## src/hw/synth_cfg_pkg.sv

```systemverilog
package synth_cfg_pkg;
  // register offsets
  localparam logic [7:0] OFS_IO_UPDATE = 8'h05;
  localparam logic [7:0] OFS_OSC_CONTROL = 8'h0e;
  localparam logic [7:0] OFS_OSC_AMPLITUDE = 8'h0f;
  localparam logic [7:0] OFS_OSC_BAND = 8'h10;
  localparam logic [7:0] OFS_FEEDBACK_INTEGER = 8'h11;
  localparam logic [7:0] OFS_MODULUS_HIGH = 8'h12;
  localparam logic [7:0] OFS_MODULUS_MID = 8'h13;
  localparam logic [7:0] OFS_MODULUS_LOW_LOOP_CTRL = 8'h14;
  localparam logic [7:0] OFS_FRACTION_HIGH = 8'h15;
  localparam logic [7:0] OFS_FRACTION_MID = 8'h16;
  localparam logic [7:0] OFS_FRACTION_LOW_DIVIDER_MSB = 8'h17;
  localparam logic [7:0] OFS_SECONDARY_DIVIDERS = 8'h18;
  localparam logic [7:0] OFS_DIVIDER_OVERRIDE = 8'h19;
  localparam logic [7:0] OFS_RECEIVER_BANDGAP = 8'h1a;
  localparam logic [7:0] OFS_CRYSTAL_TUNING = 8'h1b;
  localparam logic [7:0] OFS_SPARE_1C = 8'h1c;
  localparam logic [7:0] OFS_REFERENCE_SELECT = 8'h1d;
  localparam logic [7:0] OFS_PRIMARY_DRIVER_CTRL = 8'h32;
  localparam logic [7:0] OFS_SECONDARY_SOURCE_SELECT = 8'h33;
  localparam logic [7:0] OFS_SECONDARY_DRIVER_CTRL = 8'h34;
  // reset values
  localparam logic [7:0] RST_OSC_CONTROL = 8'h70;
  localparam logic [7:0] RST_OSC_AMPLITUDE = 8'h80;
  localparam logic [7:0] RST_OSC_BAND = 8'h80;
  localparam logic [7:0] RST_FEEDBACK_INTEGER = 8'h00;
  localparam logic [7:0] RST_MODULUS_HIGH = 8'h80;
  localparam logic [7:0] RST_MODULUS_MID = 8'h00;
  localparam logic [7:0] RST_MODULUS_LOW_LOOP_CTRL = 8'h00;
  localparam logic [7:0] RST_FRACTION_HIGH = 8'h20;
  localparam logic [7:0] RST_FRACTION_MID = 8'h00;
  localparam logic [7:0] RST_FRACTION_LOW_DIVIDER_MSB = 8'h01;
  localparam logic [7:0] RST_SECONDARY_DIVIDERS = 8'h00;
  localparam logic [7:0] RST_DIVIDER_OVERRIDE = 8'h20;
  localparam logic [7:0] RST_RECEIVER_BANDGAP = 8'h00;
  localparam logic [7:0] RST_CRYSTAL_TUNING = 8'h80;
  localparam logic [7:0] RST_REFERENCE_SELECT = 8'h00;
  localparam logic [7:0] RST_PRIMARY_DRIVER_CTRL = 8'h80;
  localparam logic [7:0] RST_SECONDARY_SOURCE_SELECT = 8'h00;
  localparam logic [7:0] RST_SECONDARY_DRIVER_CTRL = 8'h80;
  // field positions
  localparam int BIT_UPDATE = 0;
  localparam int BIT_CALIBRATE = 7;
  localparam int BIT_LEVEL_AUTO = 6;
  localparam int BIT_CAL_OVERRIDE = 2;
  localparam int BIT_BAND_OVERRIDE = 0;
  localparam int BIT_FREQ_OVERRIDE = 3;
  localparam int BIT_MOD_BYPASS = 2;
  localparam int BIT_MOD_DISABLE = 1;
  localparam int BIT_LOOP_RESET = 0;
  localparam int BIT_DIV_OVERRIDE = 7;
  localparam int BIT_RX_RESET = 7;
  localparam int BIT_BANDGAP_OVERRIDE = 0;
  localparam int BIT_TUNE_DISABLE = 7;
  localparam int BIT_FORCE_CRYSTAL = 0;
  localparam int BIT_SECOND_SOURCE = 3;
  localparam logic [2:0] PRESCALE_BASE = 3'h4;
  // serial frame: 16 instruction bits then 8 data bits
  localparam int FRAME_BITS = 24;
  localparam int BIT_READ = 15;
  localparam logic [4:0] CNT_INSTR_END = 5'h0f;
  localparam logic [4:0] CNT_FRAME_END = 5'h17;
  typedef enum logic [1:0] {IDLE_ST, INSTR_ST, DATA_ST, DONE_ST} serial_state_type;
endpackage

```

## src/hw/synth_cfg_regs.sv

```systemverilog
`timescale 1ns/1ns
// Operation
// calibrate bit starts calibration, self-clears, needs override
// auto level on by default, else amplitude field
// three-bit level threshold, reset code 110
// calibration automatic unless override set
// band automatic unless override, band field 1000000
// six-bit amplitude, reset 100000, manual only
// host keeps integer divide word at least 64
// twenty-bit modulus from three registers, reset 524288
// twenty-bit fraction split alike, reset 131072
// frequency from pins unless override set
// bypass bit restricts to integer division
// disable bit stops modulator clocks
// loop reset holds counters, dividers unaffected
// host writes zeros to unused fraction bits
// host keeps secondary divider between 1 and 63
// prescale ratio equals code plus four
// dividers follow straps unless override set
// receiver reset bit pulses then self-clears
// bandgap field only with bandgap override
// tuning automatic unless disable cleared, inverted code
// force bit selects crystal over external reference
// source bit picks divider or reference for output
// buffered writes apply on self-clearing update bit
// self-clearing bits read zero after launch
module synth_cfg_regs
  import synth_cfg_pkg::*;
(
  // clock and reset
  input wire logic clk_sys,
  input wire logic rst,
  // 3-wire serial port (sdio split into three signals)
  input wire logic sclk,
  input wire logic cs_n,
  input wire logic sdio_in,
  output logic sdio_out,
  output logic sdio_oe,
  // straps and status from the analog side
  input wire logic [3:0] freq_select_pins,
  input wire logic [5:0] divider_strap_pins,
  input wire logic ext_reference_present,
  // oscillator controls
  output logic osc_cal_start,
  output logic osc_cal_auto,
  output logic auto_level_control,
  output logic [5:0] osc_amplitude_manual,
  output logic [2:0] level_threshold,
  output logic osc_band_auto,
  output logic [6:0] osc_band_manual,
  // feedback divider controls
  output logic freq_from_regs,
  output logic [3:0] freq_select,
  output logic [7:0] feedback_integer_word,
  output logic [19:0] modulus_word,
  output logic [19:0] fraction_word,
  output logic integer_only,
  output logic modulator_clock_stop,
  output logic loop_reset,
  // secondary output dividers
  output logic [5:0] secondary_divider,
  output logic [3:0] prescale_ratio,
  // receiver, crystal and output source
  output logic receiver_reset,
  output logic bandgap_manual,
  output logic [4:0] bandgap_adjust,
  output logic tuning_auto,
  output logic [5:0] crystal_tuning_cap,
  output logic use_crystal_input,
  output logic second_output_from_reference
);

  localparam int NREG = 18;
  // reset image, highest index first so it lines up with the packed register arrays
  localparam logic [NREG-1:0][7:0] REG_RST = {RST_SECONDARY_DRIVER_CTRL, RST_SECONDARY_SOURCE_SELECT,
    RST_PRIMARY_DRIVER_CTRL, RST_REFERENCE_SELECT, RST_CRYSTAL_TUNING, RST_RECEIVER_BANDGAP,
    RST_DIVIDER_OVERRIDE, RST_SECONDARY_DIVIDERS, RST_FRACTION_LOW_DIVIDER_MSB, RST_FRACTION_MID,
    RST_FRACTION_HIGH, RST_MODULUS_LOW_LOOP_CTRL, RST_MODULUS_MID, RST_MODULUS_HIGH,
    RST_FEEDBACK_INTEGER, RST_OSC_BAND, RST_OSC_AMPLITUDE, RST_OSC_CONTROL};
  localparam int I_OSC = 0;
  localparam int I_AMP = 1;
  localparam int I_BAND = 2;
  localparam int I_INT = 3;
  localparam int I_MODH = 4;
  localparam int I_MODM = 5;
  localparam int I_MODL = 6;
  localparam int I_FRH = 7;
  localparam int I_FRM = 8;
  localparam int I_FRL = 9;
  localparam int I_SDIV = 10;
  localparam int I_DOVR = 11;
  localparam int I_RXBG = 12;
  localparam int I_XTUNE = 13;
  localparam int I_REFSEL = 14;
  localparam int I_DRV1 = 15;
  localparam int I_SRC = 16;
  localparam int I_DRV2 = 17;

  typedef struct packed {
    logic [2:0] sclk_sync;
    logic [1:0] cs_sync;
    logic [1:0] din_sync;
    logic [1:0][3:0] freq_sync;
    logic [1:0][5:0] strap_sync;
    logic [1:0] ref_sync;
    serial_state_type state;
    logic [4:0] bit_cnt;
    logic [15:0] instr;
    logic [7:0] shift;
    logic [NREG-1:0][7:0] buffer;
    logic [NREG-1:0][7:0] active;
    logic sdo;
    logic sdo_oe;
    logic cal_pulse;
    logic rx_pulse;
  } state_type;

  state_type state_reg, state_next;
  logic [7:0] rd_data;
  logic [4:0] rd_index;
  logic rd_hit;
  logic [7:0] sel_addr;
  logic sclk_rise;
  logic sclk_fall;
  logic frame_active;

  // edge detect uses only the second and third sync stages
  assign sclk_rise = state_reg.sclk_sync[1] & ~state_reg.sclk_sync[2];
  assign sclk_fall = ~state_reg.sclk_sync[1] & state_reg.sclk_sync[2];
  assign frame_active = ~state_reg.cs_sync[1];
  assign sel_addr = state_reg.instr[7:0];

  // address decode: readback shows the active registers, unmapped reads zero
  always_comb begin
    rd_hit = 1'b1;
    rd_index = '0;
    if (sel_addr == OFS_OSC_CONTROL) begin
      rd_index = 5'(I_OSC);
    end else if (sel_addr == OFS_OSC_AMPLITUDE) begin
      rd_index = 5'(I_AMP);
    end else if (sel_addr == OFS_OSC_BAND) begin
      rd_index = 5'(I_BAND);
    end else if (sel_addr == OFS_FEEDBACK_INTEGER) begin
      rd_index = 5'(I_INT);
    end else if (sel_addr == OFS_MODULUS_HIGH) begin
      rd_index = 5'(I_MODH);
    end else if (sel_addr == OFS_MODULUS_MID) begin
      rd_index = 5'(I_MODM);
    end else if (sel_addr == OFS_MODULUS_LOW_LOOP_CTRL) begin
      rd_index = 5'(I_MODL);
    end else if (sel_addr == OFS_FRACTION_HIGH) begin
      rd_index = 5'(I_FRH);
    end else if (sel_addr == OFS_FRACTION_MID) begin
      rd_index = 5'(I_FRM);
    end else if (sel_addr == OFS_FRACTION_LOW_DIVIDER_MSB) begin
      rd_index = 5'(I_FRL);
    end else if (sel_addr == OFS_SECONDARY_DIVIDERS) begin
      rd_index = 5'(I_SDIV);
    end else if (sel_addr == OFS_DIVIDER_OVERRIDE) begin
      rd_index = 5'(I_DOVR);
    end else if (sel_addr == OFS_RECEIVER_BANDGAP) begin
      rd_index = 5'(I_RXBG);
    end else if (sel_addr == OFS_CRYSTAL_TUNING) begin
      rd_index = 5'(I_XTUNE);
    end else if (sel_addr == OFS_REFERENCE_SELECT) begin
      rd_index = 5'(I_REFSEL);
    end else if (sel_addr == OFS_PRIMARY_DRIVER_CTRL) begin
      rd_index = 5'(I_DRV1);
    end else if (sel_addr == OFS_SECONDARY_SOURCE_SELECT) begin
      rd_index = 5'(I_SRC);
    end else if (sel_addr == OFS_SECONDARY_DRIVER_CTRL) begin
      rd_index = 5'(I_DRV2);
    end else begin
      rd_hit = 1'b0; // spare and unmapped offsets take no write and read zero
    end
    if (rd_hit) begin
      rd_data = state_reg.active[rd_index];
    end else begin
      rd_data = 8'h00;
    end
  end

  // serial engine, buffer writes and the update transfer
  always_comb begin
    state_next = state_reg;
    state_next.sclk_sync = {state_reg.sclk_sync[1:0], sclk};
    state_next.cs_sync = {state_reg.cs_sync[0], cs_n};
    state_next.din_sync = {state_reg.din_sync[0], sdio_in};
    // straps are pins as well: two stages before any decode reads them
    state_next.freq_sync = {state_reg.freq_sync[0], freq_select_pins};
    state_next.strap_sync = {state_reg.strap_sync[0], divider_strap_pins};
    state_next.ref_sync = {state_reg.ref_sync[0], ext_reference_present};
    state_next.cal_pulse = 1'b0;
    state_next.rx_pulse = 1'b0;
    if (!frame_active) begin
      state_next.state = IDLE_ST;
      state_next.sdo_oe = 1'b0;
      state_next.bit_cnt = '0;
    end else begin
      case (state_reg.state)
        IDLE_ST: begin
          state_next.state = INSTR_ST;
          state_next.bit_cnt = '0;
        end
        INSTR_ST: begin
          if (sclk_rise) begin
            state_next.instr = {state_reg.instr[14:0], state_reg.din_sync[1]};
            state_next.bit_cnt = state_reg.bit_cnt + 5'h01;
            if (state_reg.bit_cnt == CNT_INSTR_END) begin
              state_next.state = DATA_ST;
            end
          end
        end
        DATA_ST: begin
          // read data shifts out on falling edges, msb first
          if (state_reg.instr[BIT_READ] && sclk_fall) begin
            state_next.sdo_oe = 1'b1;
            state_next.sdo = state_reg.shift[7];
          end
          if (sclk_rise) begin
            if (state_reg.instr[BIT_READ]) begin
              if (state_reg.bit_cnt == CNT_INSTR_END + 5'h01) begin
                state_next.shift = {rd_data[6:0], 1'b0};
                state_next.sdo = rd_data[7];
              end else begin
                state_next.shift = {state_reg.shift[6:0], 1'b0};
              end
            end else begin
              state_next.shift = {state_reg.shift[6:0], state_reg.din_sync[1]};
            end
            state_next.bit_cnt = state_reg.bit_cnt + 5'h01;
            if (state_reg.bit_cnt == CNT_FRAME_END) begin
              state_next.state = DONE_ST;
            end
          end
          if (state_reg.instr[BIT_READ] && state_reg.bit_cnt == CNT_INSTR_END + 5'h01 && !sclk_rise) begin
            state_next.sdo = rd_data[7];
            state_next.sdo_oe = 1'b1;
          end
        end
        DONE_ST: begin
          // commit the written byte once, then return to the instruction phase for a further frame
          state_next.state = INSTR_ST;
          state_next.bit_cnt = '0;
          state_next.sdo_oe = 1'b0;
          if (!state_reg.instr[BIT_READ]) begin
            if (sel_addr == OFS_IO_UPDATE) begin
              if (state_reg.shift[BIT_UPDATE]) begin
                state_next.active = state_reg.buffer;
                // self-clearing bits launch a pulse (calibrate only with its override set) and never stay set
                state_next.cal_pulse = state_reg.buffer[I_OSC][BIT_CALIBRATE]
                  & state_reg.buffer[I_OSC][BIT_CAL_OVERRIDE];
                state_next.rx_pulse = state_reg.buffer[I_RXBG][BIT_RX_RESET];
                state_next.active[I_OSC][BIT_CALIBRATE] = 1'b0;
                state_next.active[I_RXBG][BIT_RX_RESET] = 1'b0;
                state_next.buffer[I_OSC][BIT_CALIBRATE] = 1'b0;
                state_next.buffer[I_RXBG][BIT_RX_RESET] = 1'b0;
              end
            end else if (rd_hit) begin
              state_next.buffer[rd_index] = state_reg.shift;
            end
          end
        end
        default: begin
          state_next.state = IDLE_ST;
        end
      endcase
    end
  end

  // single state register
  always_ff @(posedge clk_sys or posedge rst) begin
    if (rst) begin
      // constants only, so the asynchronous path carries no decode logic
      state_reg <= '0;
      state_reg.state <= IDLE_ST;
      state_reg.cs_sync <= 2'h3; // frame select idles high
      state_reg.ref_sync <= 2'h3; // assume a reference until the pin says otherwise
      state_reg.buffer <= REG_RST;
      state_reg.active <= REG_RST;
    end else begin
      state_reg <= state_next;
    end
  end

  // registered outputs decoded from the active image and the synchronised pins
  always_ff @(posedge clk_sys or posedge rst) begin
    if (rst) begin
      sdio_out <= 1'b0;
      sdio_oe <= 1'b0;
      osc_cal_start <= 1'b0;
      osc_cal_auto <= 1'b1;
      auto_level_control <= 1'b1;
      osc_amplitude_manual <= '0;
      level_threshold <= '0;
      osc_band_auto <= 1'b1;
      osc_band_manual <= '0;
      freq_from_regs <= 1'b0;
      freq_select <= '0;
      feedback_integer_word <= '0;
      modulus_word <= '0;
      fraction_word <= '0;
      integer_only <= 1'b0;
      modulator_clock_stop <= 1'b0;
      loop_reset <= 1'b0;
      secondary_divider <= '0;
      prescale_ratio <= '0;
      receiver_reset <= 1'b0;
      bandgap_manual <= 1'b0;
      bandgap_adjust <= '0;
      tuning_auto <= 1'b1;
      crystal_tuning_cap <= '0;
      use_crystal_input <= 1'b0;
      second_output_from_reference <= 1'b0;
    end else begin
      sdio_out <= state_reg.sdo;
      sdio_oe <= state_reg.sdo_oe;
      osc_cal_start <= state_reg.cal_pulse;
      osc_cal_auto <= ~state_reg.active[I_OSC][BIT_CAL_OVERRIDE];
      auto_level_control <= state_reg.active[I_OSC][BIT_LEVEL_AUTO];
      osc_amplitude_manual <= state_reg.active[I_AMP][7:2];
      level_threshold <= state_reg.active[I_OSC][5:3];
      osc_band_auto <= ~state_reg.active[I_OSC][BIT_BAND_OVERRIDE];
      osc_band_manual <= state_reg.active[I_BAND][7:1];
      freq_from_regs <= state_reg.active[I_MODL][BIT_FREQ_OVERRIDE];
      freq_select <= state_reg.freq_sync[1]; // synchronised pins, three cycles behind
      feedback_integer_word <= state_reg.active[I_INT];
      modulus_word <= {state_reg.active[I_MODH], state_reg.active[I_MODM],
        state_reg.active[I_MODL][7:4]};
      fraction_word <= {state_reg.active[I_FRH], state_reg.active[I_FRM],
        state_reg.active[I_FRL][7:4]};
      integer_only <= state_reg.active[I_MODL][BIT_MOD_BYPASS];
      modulator_clock_stop <= state_reg.active[I_MODL][BIT_MOD_DISABLE];
      loop_reset <= state_reg.active[I_MODL][BIT_LOOP_RESET];
      // strap decode: upper three pins divider bits, lower three prescale code
      if (state_reg.active[I_DOVR][BIT_DIV_OVERRIDE]) begin
        secondary_divider <= {state_reg.active[I_FRL][0], state_reg.active[I_SDIV][7:3]};
        prescale_ratio <= {1'b0, state_reg.active[I_SDIV][2:0]} + {1'b0, PRESCALE_BASE};
      end else begin
        secondary_divider <= {3'h0, state_reg.strap_sync[1][5:3]};
        prescale_ratio <= {1'b0, state_reg.strap_sync[1][2:0]} + {1'b0, PRESCALE_BASE};
      end
      receiver_reset <= state_reg.rx_pulse;
      bandgap_manual <= state_reg.active[I_RXBG][BIT_BANDGAP_OVERRIDE];
      bandgap_adjust <= state_reg.active[I_RXBG][6:2];
      tuning_auto <= state_reg.active[I_XTUNE][BIT_TUNE_DISABLE];
      crystal_tuning_cap <= ~state_reg.active[I_XTUNE][5:0];
      use_crystal_input <= state_reg.active[I_REFSEL][BIT_FORCE_CRYSTAL]
        | ~state_reg.ref_sync[1];
      second_output_from_reference <= state_reg.active[I_SRC][BIT_SECOND_SOURCE];
    end
  end

endmodule

```

## config.mk

```make
export PLATFORM = sky130hd
export DESIGN_NAME = synth_cfg_regs
export DESIGN_NICKNAME = d
export VERILOG_FILES = /design/src/hw/synth_cfg_pkg.sv /design/src/hw/synth_cfg_regs.sv
export SDC_FILE = /design/constraint.sdc
export NUM_CORES = 1
export LEC_CHECK = 0
export BUFFER_PORTS_ARGS = -buffer_cell sky130_fd_sc_hd__buf_2
export CORE_MARGIN = 2
export CORE_UTILIZATION = 60
export CTS_BUF_LIST = sky130_fd_sc_hd__clkbuf_16
export CTS_CLUSTER_SIZE = 25
export DETAILED_ROUTE_END_ITERATION = 10
export HOLD_SLACK_MARGIN = 0.12
export PLACE_DENSITY = 0.83
export SYNTH_ARGS = -nofsm -noshare
export SYNTH_HDL_FRONTEND = slang
export SYNTH_SLANG_ARGS = --single-unit
```

## constraint.sdc

```tcl
create_clock -name clk_sys -period 22.9 [get_ports clk_sys]
set_clock_uncertainty 0.05 [all_clocks]
set_input_delay 4.58 -clock clk_sys [delete_from_list [all_inputs] [get_ports clk_sys]]
set_output_delay 4.58 -clock clk_sys [all_outputs]
set_load 0.05 [all_outputs]
```

==> results.md, run 1 <==
| Stage | Metric | This run |
|:---|:---|:---|
| yosys | Asr flop ratio synth | 100% |
| sta | Least-Margin Pin Slew | 1.22 ns |
| finish | Area taken by flip-flops and latches | 11400 um2 |
| grt | Vias in the first global route | 11900 |
| power and ir drop | Switching pwr | 392 uW |
| sta | Tmin final | 6.60 ns |
| grt | Global-route wire length before repair | 66100 um |
| yosys | Post-synthesis cell type count | 64 |
| yosys | Sequential fraction of the synthesis area | 64.8% |
| power and ir drop | Static Leakage | 10.2 nW |
| worst setup path | Critical Path Start Type | primary input |
| clock tree | Worst-Skew Late Latency | 0.55 ns |
| worst setup path | Total number of cells along the worst setup path | 4 |
| finish | Number of filler instances in the final layout | 1959 |
| yosys | Post-synth top flop | sky130_fd_sc_hd__dfrtp_1 |
| power and ir drop | Internal power contribution | 1.27 mW |
| yosys | Number of synthesized flops with an enable pin | 0 |
| power and ir drop | Worst IR drop on VDD | 0.0631 mV |
| finish | Final nets | 1616 |
| sta | Unrepaired setup endpoints after global routing | false |
| worst setup path | Critical path buffers and inverters | 4 |
| power and ir drop | Switch share | 23.6% |
| grt | Antenna violations before repair | 0 |
| yosys | Number of synthesis warnings | 0 |
| finish | Max reg flops | 327 |
| worst setup path | Most frequent cell on the critical path | sky130_fd_sc_hd__buf_4 |
| power and ir drop | Proportion of power drawn by the clock network | 44.4% |
| placement | Number of port buffers | 119 |
| worst setup path | Gate family responsible for the most delay along the worst path | buffers and inverters |
| sta | Total Neg Setup Slack | 0 ns |
| worst setup path | Critical path endpoint category | asynchronous set/reset pin |
| die | Area enclosed by the die boundary | 30700 um2 |
| grt | Global routing usage summed across all routing layers | 27.7% |
| placement | DP Wirelength | 25500 um |
| yosys | Post-synthesis net count | 1520 |
| route | Overall routed net length | 41900 um |
| worst setup path | CP max stage delay | 0.89 ns |
| sta | Maximum operating frequency | 0.152 GHz |
| power and ir drop | Power after layout | 1.66 mW |
| worst setup path | Critical-path maximum fanout | 139 |
| yosys | Register bit count reported by yosys | 454 |
| worst setup path | Cells along the critical path | buf_2, inv_8, buf_4, buf_4 |
| yosys | Post-Syn Area per Cell | 11.7 um2 |
| route | Post-detailed-route DRC marker count | 0 |
| clock tree | Clock buffers created by TritonCTS | 44 |
| yosys | Post-synthesis instance area | 17600 um2 |
| worst hold path | Hold crit path type | flip-flop to flip-flop |
| finish | Share of post-route cells with drive strength above 1 | 24.8% |
| worst setup path | R2r worst-path depth | 6 |
| route | Via Count | 11800 |
| clock tree | Post-CTS Setup Inserts | 0 |
| route | 1st-pass router iterations | 6 |
| clock tree | Hold_buf cts | 0 |
| finish | Area growth from synthesis to final layout | 13.2% |
| die | Width of the chip | 175 um |
| flow run | Max-capacitance violation count | 0 |
| clock tree | Number of gates resized after cts | 0 |
| worst setup path | CP Data Arrival Time | 7.12 ns |
| finish | Area used by multi-input combinational logic | 5800 um2 |
| worst setup path | Crit path max-delay cell type | sky130_fd_sc_hd__buf_4 |
| sta | Final setup violation count | 0 |
| finish | Leading cell types in the layout, fill and taps excluded | sky130_fd_sc_hd__nand2_1 (491), sky130_fd_sc_hd__dfrtp_1 (422), sky130_fd_sc_hd__mux2_2 (140) |
| clock tree | Clock Sinks | 454 |
| status | Outcome | finished, final reports clean |
| sta | Max Transition Viols Final | 0 |
| die | Core Region | 28800 um2 |
| route | First-iteration detailed-routing DRC count | 1125 |
| clock tree | Root buffer cell | sky130_fd_sc_hd__clkbuf_16 |
| clock tree | CTS tree | done |
| finish | Most frequent standard cell in the layout excluding fill and tap cells | sky130_fd_sc_hd__nand2_1 |
| sta | Slew headroom | 18.3% |
| worst hold path | Hold path depth | 0 |
| power and ir drop | Pwr/cell area | 83.2 nW/um2 |
| yosys | Post-Syn Instances | 1501 |
| route | Number of routed nets with antenna violations | 0 |
| route | Avg WL per Cell | 20.8 um |
| die | Die Y | 175 um |
| clock tree | Largest buffer count on any clock path | 3 |
| worst setup path | Class of the most critical setup path | primary input to asynchronous set/reset pin |
| sta | Final Hold Viols | 0 |
| grt | Overflow after GRT | 0 |
| worst setup path | Data required time at the worst endpoint | 23.42 ns |
| die | IO Count | 120 |
| power and ir drop | Power share of the sequential group | 49.7% |
| placement | Gpl congestion | 0.919 |
| power and ir drop | Logic pwr share | 5.9% |
| finish | Antenna Cells | 0 |
| clock tree | Number of levels in the clock H-tree | 2 |
| clock tree | Clock transition at the register clock pins on the worst setup and hold paths after CTS | 0.06 ns |
| grt | Pin count of the biggest net entering global routing | 176 |
| route | Via density per instance | 5.87 |
| sta | Final clock period utilization by the worst path | 28.8% |
| die | Starting density of the core | 61.2% |
| die | Number of rows created at floorplan | 62 |
==> routing by layer <==
| metal | up-vias | global-route usage (%) | routed length (um) | part of all wire, % |
|---|---|---|---|---|
| li1 | 5186 | - | - | - |
| met1 | 5968 | 38.1 | 16900 | 40 |
| met2 | 534 | 43.3 | 19800 | 47 |
| met3 | 138 | 5.39 | 3250 | 7.8 |
| met4 | 0 | 13.0 | 1940 | 4.6 |
| met5 | - | 0 | 0 | 0 |
==> cell type report <==
type	count	share of cell area, %
Multi-Input combinational cell	947	29.1
Clock inverter	37	1.88
Timing Repair Buffer	131	3.50
Clock buffer	44	5.52
Sequential cell	454	57.2
Tap cell	384	2.41
Inverter	19	0.395
==> cell usage after synthesis (all sizes together), types with 4 or more instances <==
master	count	area, um2
o2111ai	6	77.6
mux2i	27	270
nand4	14	87.6
nand3b	4	30.0
mux2	160	1800
nand2b	6	37.5
o21ai	41	205
nor2	26	118
nor3	9	55.1
clkbuf	49	184
nand2	492	1850
a21o	4	30.0
dfrtp	422	10600
and2	15	93.8
a211oi	4	30.0
nor4	4	25.0
buf	32	161
nand3	42	310
dfstp	32	841
inv	19	71.3
o211ai	5	37.5
nor3b	4	35.0
a21oi	19	106
a32oi	7	61.3
a22oi	9	67.6
a221oi	8	70.1
nor2b	6	37.5
==> metrics by stage <==
step                      setup slack (ns)  cells  util (%)  hold WS [ns]  cell area (um2)
after floorplan                       5.67   1501         -         0.281            17600
after CTS                            16.17   2016      69.3         0.300            19900
final                                16.30   2016      69.3         0.298            19900
after global placement               15.64   1935      64.1         0.282            18500
after detailed placement             15.58   1935      64.1         0.286            18500
after global routing                 15.85   2016      69.3         0.305            19900
==> cell families after synthesis <==
kind of cell | Yosys count | share of synthesized area (%)
AOI/OAI and AO/OA | 119 | 4.86
DFF | 454 | 64.8
and+or+nand+nor | 634 | 15.8
adders and majority gates | 3 | 0.213
xor gates and xnor gates | 4 | 0.199
muxes | 187 | 11.8
buffers and inverters | 100 | 2.37
==> worst paths after layout <==
kind | startpoint | end | slack (ns)
worst max register to register | sel_addr[5] | state_reg[159] | 19.31
min in group asynchronous | rst | freq_select[1] | 4.17
max in group clk_sys | tuning_auto | tuning_auto | 16.95
worst min register to register | state_reg[341] | freq_select[0] | 0.30
worst min-delay path | state_reg[341] | freq_select[0] | 0.30
worst max-delay path | rst | state_reg[119] | 16.30
==> power groups by stage <==
stage	logic (mW)	clock network [mW]	registers (mW)
after floorplan	0.0792	0	0.831
final	0.0986	0.736	0.824
after detailed placement	0.0965	0	0.837
after global routing	0.106	0.782	0.824
after global placement	0.0957	0	0.837
after CTS	0.0977	0.745	0.823
No activity file was read; power rests on OpenSTA's default activity.
==> inputs of run 2 (changes only) <==
- clock period: 22.9 -> 6.1 ns (I/O delays scaled with it)
==> run 2 against run 1 <==
Routed wire length up 4.1%. Count of clock-buffer cells in the layout unchanged. Global-route usage up 1.2 points. Non-clock buffer count up 3. Combinational power rose to 3.8 times the previous value. Total power rose to 3.7 times the previous value. First-iteration DRC count up 12%. Critical endpoint is now state_reg[179].
==> results.md, run 2 (synthesis results as in run 1) <==
| Stage | Metric | This run |
|:---|:---|:---|
| status | Outcome | finished, final reports clean |
| route | Overall routed net length | 43600 um |
| grt | Vias in the first global route | 12200 |
| finish | Antenna Cells | 0 |
| route | Number of routed nets with antenna violations | 0 |
| sta | Final clock period utilization by the worst path | 57.7% |
| clock tree | Clock transition at the register clock pins on the worst setup and hold paths after CTS | 0.06 ns |
| placement | Worst slack, placed | 2.76 ns |
| worst setup path | Worst reg2reg path startpoint | sel_addr[5] |
| worst setup path | CP max stage delay | 0.81 ns |
| worst setup path | Class of the most critical setup path | flip-flop to flip-flop |
| finish | Leading cell types in the layout, fill and taps excluded | sky130_fd_sc_hd__nand2_1 (491), sky130_fd_sc_hd__dfrtp_1 (422), sky130_fd_sc_hd__mux2_2 (140) |
| route | Avg WL per Cell | 21.6 um |
| clock tree | Number of levels in the clock H-tree | 2 |
| power and ir drop | Worst IR drop on VDD | 0.252 mV |
| grt | Antenna violations before repair | 0 |
| die | Die Y | 175 um |
| die | Starting density of the core | 61.2% |
| route | Post-detailed-route DRC marker count | 0 |
| clock tree | CTS tree | done |
| worst hold path | Hold wc startpoint | state_next[346] |
| placement | Number of port buffers | 119 |
| finish | Number of filler instances in the final layout | 1985 |
| sta | Worst-case setup margin in the final layout | 2.58 ns |
| die | Area enclosed by the die boundary | 30700 um2 |
| worst setup path | Critical-path maximum fanout | 40 |
| clock tree | Clock buffers created by TritonCTS | 44 |
| worst hold path | Hold crit path type | flip-flop to flip-flop |
| worst setup path | Critical Path Start Type | flip-flop |
| route | 1st-pass router iterations | 5 |
| grt | Overflow after GRT | 0 |
| power and ir drop | Static Leakage | 10.2 nW |
| sta | Unrepaired setup endpoints after global routing | false |
| worst setup path | Start point of the critical path | sel_addr[5] |
| worst setup path | CP Data Arrival Time | 3.89 ns |
| clock tree | Number of gates resized after cts | 0 |
| die | Core Region | 28800 um2 |
| die | Width of the chip | 175 um |
| sta | Max Transition Viols Final | 0 |
| grt | Global-route wire length before repair | 68200 um |
| flow run | Max-capacitance violation count | 0 |
| clock tree | Worst-Skew Late Latency | 0.54 ns |
| sta | Slew headroom | 14.6% |
| finish | Final nets | 1619 |
| route | First-iteration detailed-routing DRC count | 1260 |
| finish | Max reg flops | 327 |
| clock tree | Clock Sinks | 454 |
| sta | Tmin final | 3.52 ns |
| sta | Least-Margin Pin Slew | 1.28 ns |
| clock tree | Root buffer cell | sky130_fd_sc_hd__clkbuf_16 |
| finish | Area growth from synthesis to final layout | 12.9% |
| clock tree | Hold_buf cts | 0 |
| grt | Global routing usage summed across all routing layers | 28.9% |
| worst setup path | Cells along the critical path | nand2b_1, nor3_1, o211a_2, buf_4, o2111ai_2, mux2_2 |
| die | IO Count | 120 |
| worst setup path | Critical path endpoint category | flip-flop |
| grt | Pin count of the biggest net entering global routing | 181 |
| finish | Share of post-route cells with drive strength above 1 | 24.5% |
| route | Via Count | 12000 |
| sta | Final setup violation count | 0 |
| power and ir drop | Pwr/cell area | 307 nW/um2 |
| clock tree | Post-CTS Setup Inserts | 0 |
| finish | Most frequent standard cell in the layout excluding fill and tap cells | sky130_fd_sc_hd__nand2_1 |
| sta | Maximum operating frequency | 0.284 GHz |
| placement | Gpl congestion | 0.963 |
| die | Number of rows created at floorplan | 62 |
| route | Via density per instance | 5.93 |
| clock tree | Largest buffer count on any clock path | 3 |
| worst setup path | Data required time at the worst endpoint | 6.47 ns |
| sta | Final Hold Viols | 0 |
| placement | DP Wirelength | 27300 um |
| worst setup path | Crit path max-delay cell type | sky130_fd_sc_hd__dfrtp_1 |
| finish | Share of the core filled with cells in the final layout | 69.1% |
run 2: cell types whose count changed in the layout (fill, tap and decap cells not counted), sizes merged:
cell,before,now
bufinv,7,5
inv,27,31
clkinv,20,15
buf,131,134
run 2: worst max-delay path, delay by kind of cell (launching register included):
kind	cells	cell delay, ns
AO/OA/AOI/OAI	2	1.01
flip-flops	1	0.81
buffers and inverters	1	0.54
AND/OR/NAND/NOR	2	0.53
multiplexers	1	0.42
run 2: final cells by class:
type,instances,area (um2),share of cell area (%)
flip-flops and latches,454,11400,57.3
multi-input cells,947,5800,29.2
clock buffers,44,1100,5.54
repair buffers,134,733,3.69
well taps,384,480,2.42
clock inverters,34,293,1.47
inverters,19,75.1,0.378
run 2: routing by layer:
metal,routed length (um),vias to the layer above,global-route usage (%)
met4,1910,0,12.5
met1,17200,6083,39.1
met5,0,-,0
li1,-,5199,-
met2,21000,519,46.0
met3,3490,149,5.80
run 2: power breakdown:
part / switching (mW) / internal, mW / total (mW)
Clock: 1.11 / 1.52 / 2.64
Sequential: 0.0557 / 3.04 / 3.09
Combinational: 0.272 / 0.101 / 0.373
run 2: per-stage QoR:
stage	std cells	cell area [um2]	power, mW	hold WS [ns]	setup TNS (ns)
finish	2016	19900	6.10	0.296	0
detailed placement	1938	18500	3.51	0.286	0
global placement	1938	18500	3.50	0.282	0
global route	2016	19900	6.29	0.303	0
CTS	2016	19900	6.12	0.299	0
floorplan	1501	17600	3.42	0.281	-542.25
run 2: path summary, 6_finish.rpt:
check / endpoint / slack [ns] / cells after the start
min in group asynchronous: state_next[343] / 0.58 / 2
worst max-delay path: state_reg[179] / 2.58 / 6
max in group asynchronous: state_reg[116] / 3.77 / 4
worst min-delay path: state_reg[346] / 0.30 / 0
worst min register to register: state_reg[346] / 0.30 / 0
worst max register to register: state_reg[179] / 2.58 / 6
==> inputs of run 3 (changes only) <==
- ABC_AREA: not set -> 1
- clock period: 6.1 -> 3.4 ns (I/O delays scaled with it)
==> run 3 against run 2 <==
Sequential share of layout area fell by 1.4 points. First-iteration DRC count rose by 5.5%. Worst setup slack got worse by 2.3 ns. Flip-flop and latch count did not move. Sequential power rose by 90%. Synthesized cell count rose by 27%. Largest cell class unchanged. Largest power group unchanged.
==> results.md, run 3 <==
| Stage | Metric | This run |
|:---|:---|:---|
| worst setup path | Critical path buffers and inverters | 2 |
| sta | Final-layout worst hold slack | 0.201 ns |
| finish | Share of the core filled with cells in the final layout | 69.1% |
| die | IO Count | 120 |
| worst setup path | Cells along the critical path | inv_2, nand2_1, nor2_2, nand3_1, nand4_2, nor2_1, nand2_2, nand2_4, nor4_2, buf_4, nand2_1, o21ai_0 |
| clock tree | Clock transition at the register clock pins on the worst setup and hold paths after CTS | 0.06 ns |
| yosys | Number of synthesized flops with an enable pin | 0 |
| sta | Least-Margin Pin Slew | 1.27 ns |
| status | Outcome | finished, final reports clean |
| placement | Worst slack, placed | 0.310 ns |
| power and ir drop | Logic pwr share | 9.3% |
| power and ir drop | Static Leakage | 9.97 nW |
| route | Avg WL per Cell | 17.8 um |
| grt | Layer with the highest usage | met2 |
| route | Post-detailed-route DRC marker count | 0 |
| clock tree | CTS tree | done |
| clock tree | Number of gates resized after cts | 0 |
| placement | DP Wirelength | 28600 um |
| grt | Overflow after GRT | 0 |
| finish | Leading cell types in the layout, fill and taps excluded | sky130_fd_sc_hd__nand2_1 (508), sky130_fd_sc_hd__dfrtp_1 (422), sky130_fd_sc_hd__inv_1 (263) |
| finish | Area growth from synthesis to final layout | 13.7% |
| finish | Number of filler instances in the final layout | 2198 |
| worst setup path | Crit path max-delay cell type | sky130_fd_sc_hd__nor4_2 |
| finish | Most frequent standard cell in the layout excluding fill and tap cells | sky130_fd_sc_hd__nand2_1 |
| sta | Worst-case setup margin in the final layout | 0.286 ns |
| yosys | Post-synthesis instance area | 17900 um2 |
| finish | Max reg flops | 327 |
| die | Number of rows created at floorplan | 63 |
| grt | Antenna violations before repair | 0 |
| yosys | Leading area contributor after synthesis | sky130_fd_sc_hd__dfrtp_1 |
| clock tree | Number of levels in the clock H-tree | 2 |
| sta | Max Transition Viols Final | 0 |
| yosys | Post-synth top flop | sky130_fd_sc_hd__dfrtp_1 |
| yosys | Simple-Gate Fraction of Synth Area | 16.6% |
| sta | Slew headroom | 15.5% |
| finish | Share of post-route cells with drive strength above 1 | 15.5% |
| yosys | Asr flop ratio synth | 100% |
| finish | Area taken by flip-flops and latches | 11400 um2 |
| power and ir drop | Worst IR drop on VDD | 0.450 mV |
| worst setup path | Most frequent cell on the critical path | sky130_fd_sc_hd__nand2_1 |
| grt | Met3 GRT Util | 4.36% |
| route | Via Count | 13300 |
| placement | Number of port buffers | 119 |
| yosys | Post-synthesis cell type count | 38 |
| route | 1st-pass router iterations | 5 |
| worst hold path | Hold crit path type | primary input to flip-flop |
| power and ir drop | Pwr/cell area | 557 nW/um2 |
| grt | Pin count of the biggest net entering global routing | 131 |
| clock tree | Clock Sinks | 454 |
| power and ir drop | Proportion of power drawn by the clock network | 38.9% |
| worst setup path | Setup slack of the worst register-to-register path | 0.29 ns |
| sta | Maximum operating frequency | 0.321 GHz |
| sta | Final clock period utilization by the worst path | 91.6% |
| yosys | Post-Syn Area per Cell | 9.37 um2 |
| yosys | Share of the synthesized area in compound gates (AO/OA/AOI/OAI) | 10.5% |
| worst setup path | Critical-path maximum fanout | 10 |
| grt | Vias in the first global route | 13200 |
| die | Starting density of the core | 60.8% |
| yosys | Sequential fraction of the synthesis area | 63.7% |
| yosys | Post-Syn Instances | 1911 |
| route | Number of routed nets with antenna violations | 0 |
| clock tree | Worst-Skew Late Latency | 0.53 ns |
| yosys | Register bit count reported by yosys | 454 |
| clock tree | Largest buffer count on any clock path | 3 |
| worst setup path | CP Data Arrival Time | 3.50 ns |
| yosys | Dominant combinational cell family by area after synthesis | simple AND/OR/NAND/NOR gates |
| yosys | Portion of netlist area occupied by mux cells | 1.01% |
| die | Width of the chip | 177 um |
| yosys | Most numerous cell in the Yosys netlist | sky130_fd_sc_hd__nand2_1 |
| yosys | Adder-cell share of the synthesized area | 0.210% |
| power and ir drop | Internal power contribution | 8.27 mW |
| yosys | Post-synthesis net count | 1930 |
| power and ir drop | Power after layout | 11.3 mW |
| grt | Global-route wire length before repair | 70500 um |
| finish | Area used by multi-input combinational logic | 5100 um2 |
| worst setup path | Gate family responsible for the most delay along the worst path | simple AND/OR/NAND/NOR gates |
| yosys | Leading post-synthesis cells by cell area | sky130_fd_sc_hd__dfrtp_1 (59%), sky130_fd_sc_hd__nand2_1 (11%), sky130_fd_sc_hd__o21ai_0 (6.6%) |
| sta | Unrepaired setup endpoints after global routing | false |
| route | Via density per instance | 5.43 |
| placement | Gpl congestion | 0.923 |
| clock tree | Post-CTS Setup Inserts | 0 |
| grt | Met1 capacity usage during global routing | 40.1% |
| sta | Final Hold Viols | 0 |
| worst setup path | Class of the most critical setup path | flip-flop to flip-flop |
| power and ir drop | Switching pwr | 3.07 mW |
| worst setup path | CP max stage delay | 0.80 ns |
| grt | Routing usage on met2 | 47.7% |
| sta | Final setup violation count | 0 |
| yosys | Ranking of synthesized cells by instance count | sky130_fd_sc_hd__nand2_1 (509), sky130_fd_sc_hd__dfrtp_1 (422), sky130_fd_sc_hd__inv_1 (255) |
| finish | Final nets | 2043 |
| clock tree | Hold_buf cts | 0 |
| grt | Global routing usage summed across all routing layers | 29.0% |
| flow run | Max-capacitance violation count | 0 |
| route | Overall routed net length | 43600 um |
| die | Die Y | 177 um |
| yosys | Share of the synthesized netlist area taken by xor and xnor gates | 0% |
| worst setup path | Critical path endpoint category | flip-flop |
| power and ir drop | Power share of the sequential group | 51.8% |
| worst setup path | Data required time at the worst endpoint | 3.79 ns |
| die | Core Region | 29500 um2 |
| yosys | Area share of the largest cell type after synthesis | 59.0% |
| clock tree | Clock buffers created by TritonCTS | 44 |
| clock tree | Root buffer cell | sky130_fd_sc_hd__clkbuf_16 |
| power and ir drop | Switch share | 27.1% |
| die | Area enclosed by the die boundary | 31200 um2 |
| sta | Tmin final | 3.11 ns |
| yosys | Number of synthesis warnings | 0 |
| finish | Antenna Cells | 0 |
| route | First-iteration detailed-routing DRC count | 1329 |
| worst setup path | Critical Path Start Type | flip-flop |
-- run 3: cell count changes in the layout (fill, tap and decap cells not counted), sizes merged, moves of 31 or more --
cell / delta
inv: +240
nand3: +65
o21ai: +293
buf: +32
mux2: -144
nor2: +31
-- run 3: logic make-up (layout without fill, tap and decap cells) --
family / count (synthesis) / count (layout)
flip-flops: 454 / 454
adder cells (fa/ha/maj): 3 / 3
AND/OR/NAND/NOR: 700 / 700
multiplexers: 16 / 16
AO/OA/AOI/OAI: 374 / 374
buffers and inverters: 364 / 509
-- run 3: worst paths after layout --
check	from	to	cells after the start
max	sel_addr[5]	state_reg[248]	12
min	ext_reference_present	state_next[324]	1
max reg2reg	sel_addr[5]	state_reg[248]	12
min reg2reg	state_next[334]	state_reg[334]	0
max in group asynchronous	rst	state_next[348]	4
min in group asynchronous	rst	state_reg[58]	2
-- run 3: area by class of cell --
class                   instances  area share, %
well taps                     390           2.40
multi-input cells            1093           25.0
flip-flops and latches        454           56.0
clock buffers                  45           5.53
clock inverters                33          0.823
repair buffers                166           5.33
inverters                     265           4.90
-- run 3: power by group through the flow --
stage | Clock (mW) | Sequential (mW) | Combinational (mW)
after global placement | 0 | 5.95 | 1.04
after detailed placement | 0 | 5.96 | 1.05
final | 4.41 | 5.87 | 1.06
after global routing | 4.70 | 5.88 | 1.18
after floorplan | 0 | 5.74 | 0.785
after CTS | 4.47 | 5.86 | 1.06
-- run 3: per-layer routing --
layer / wire length [um] / vias to the layer above
met5: 0 / -
met4: 1400 / 0
met3: 2890 / 99
met2: 21200 / 521
met1: 18100 / 6427
li1: - / 6224
-- run 3: per-stage QoR --
stage	TNS [ns]	instances	cell area, um2
4_1_cts	0	2446	20400
3_5_place_dp	0	2368	19100
2_1_floorplan	-1509.72	1911	17900
5_1_grt	0	2446	20400
3_3_place_gp	0	2368	19100
6_report	0	2446	20400
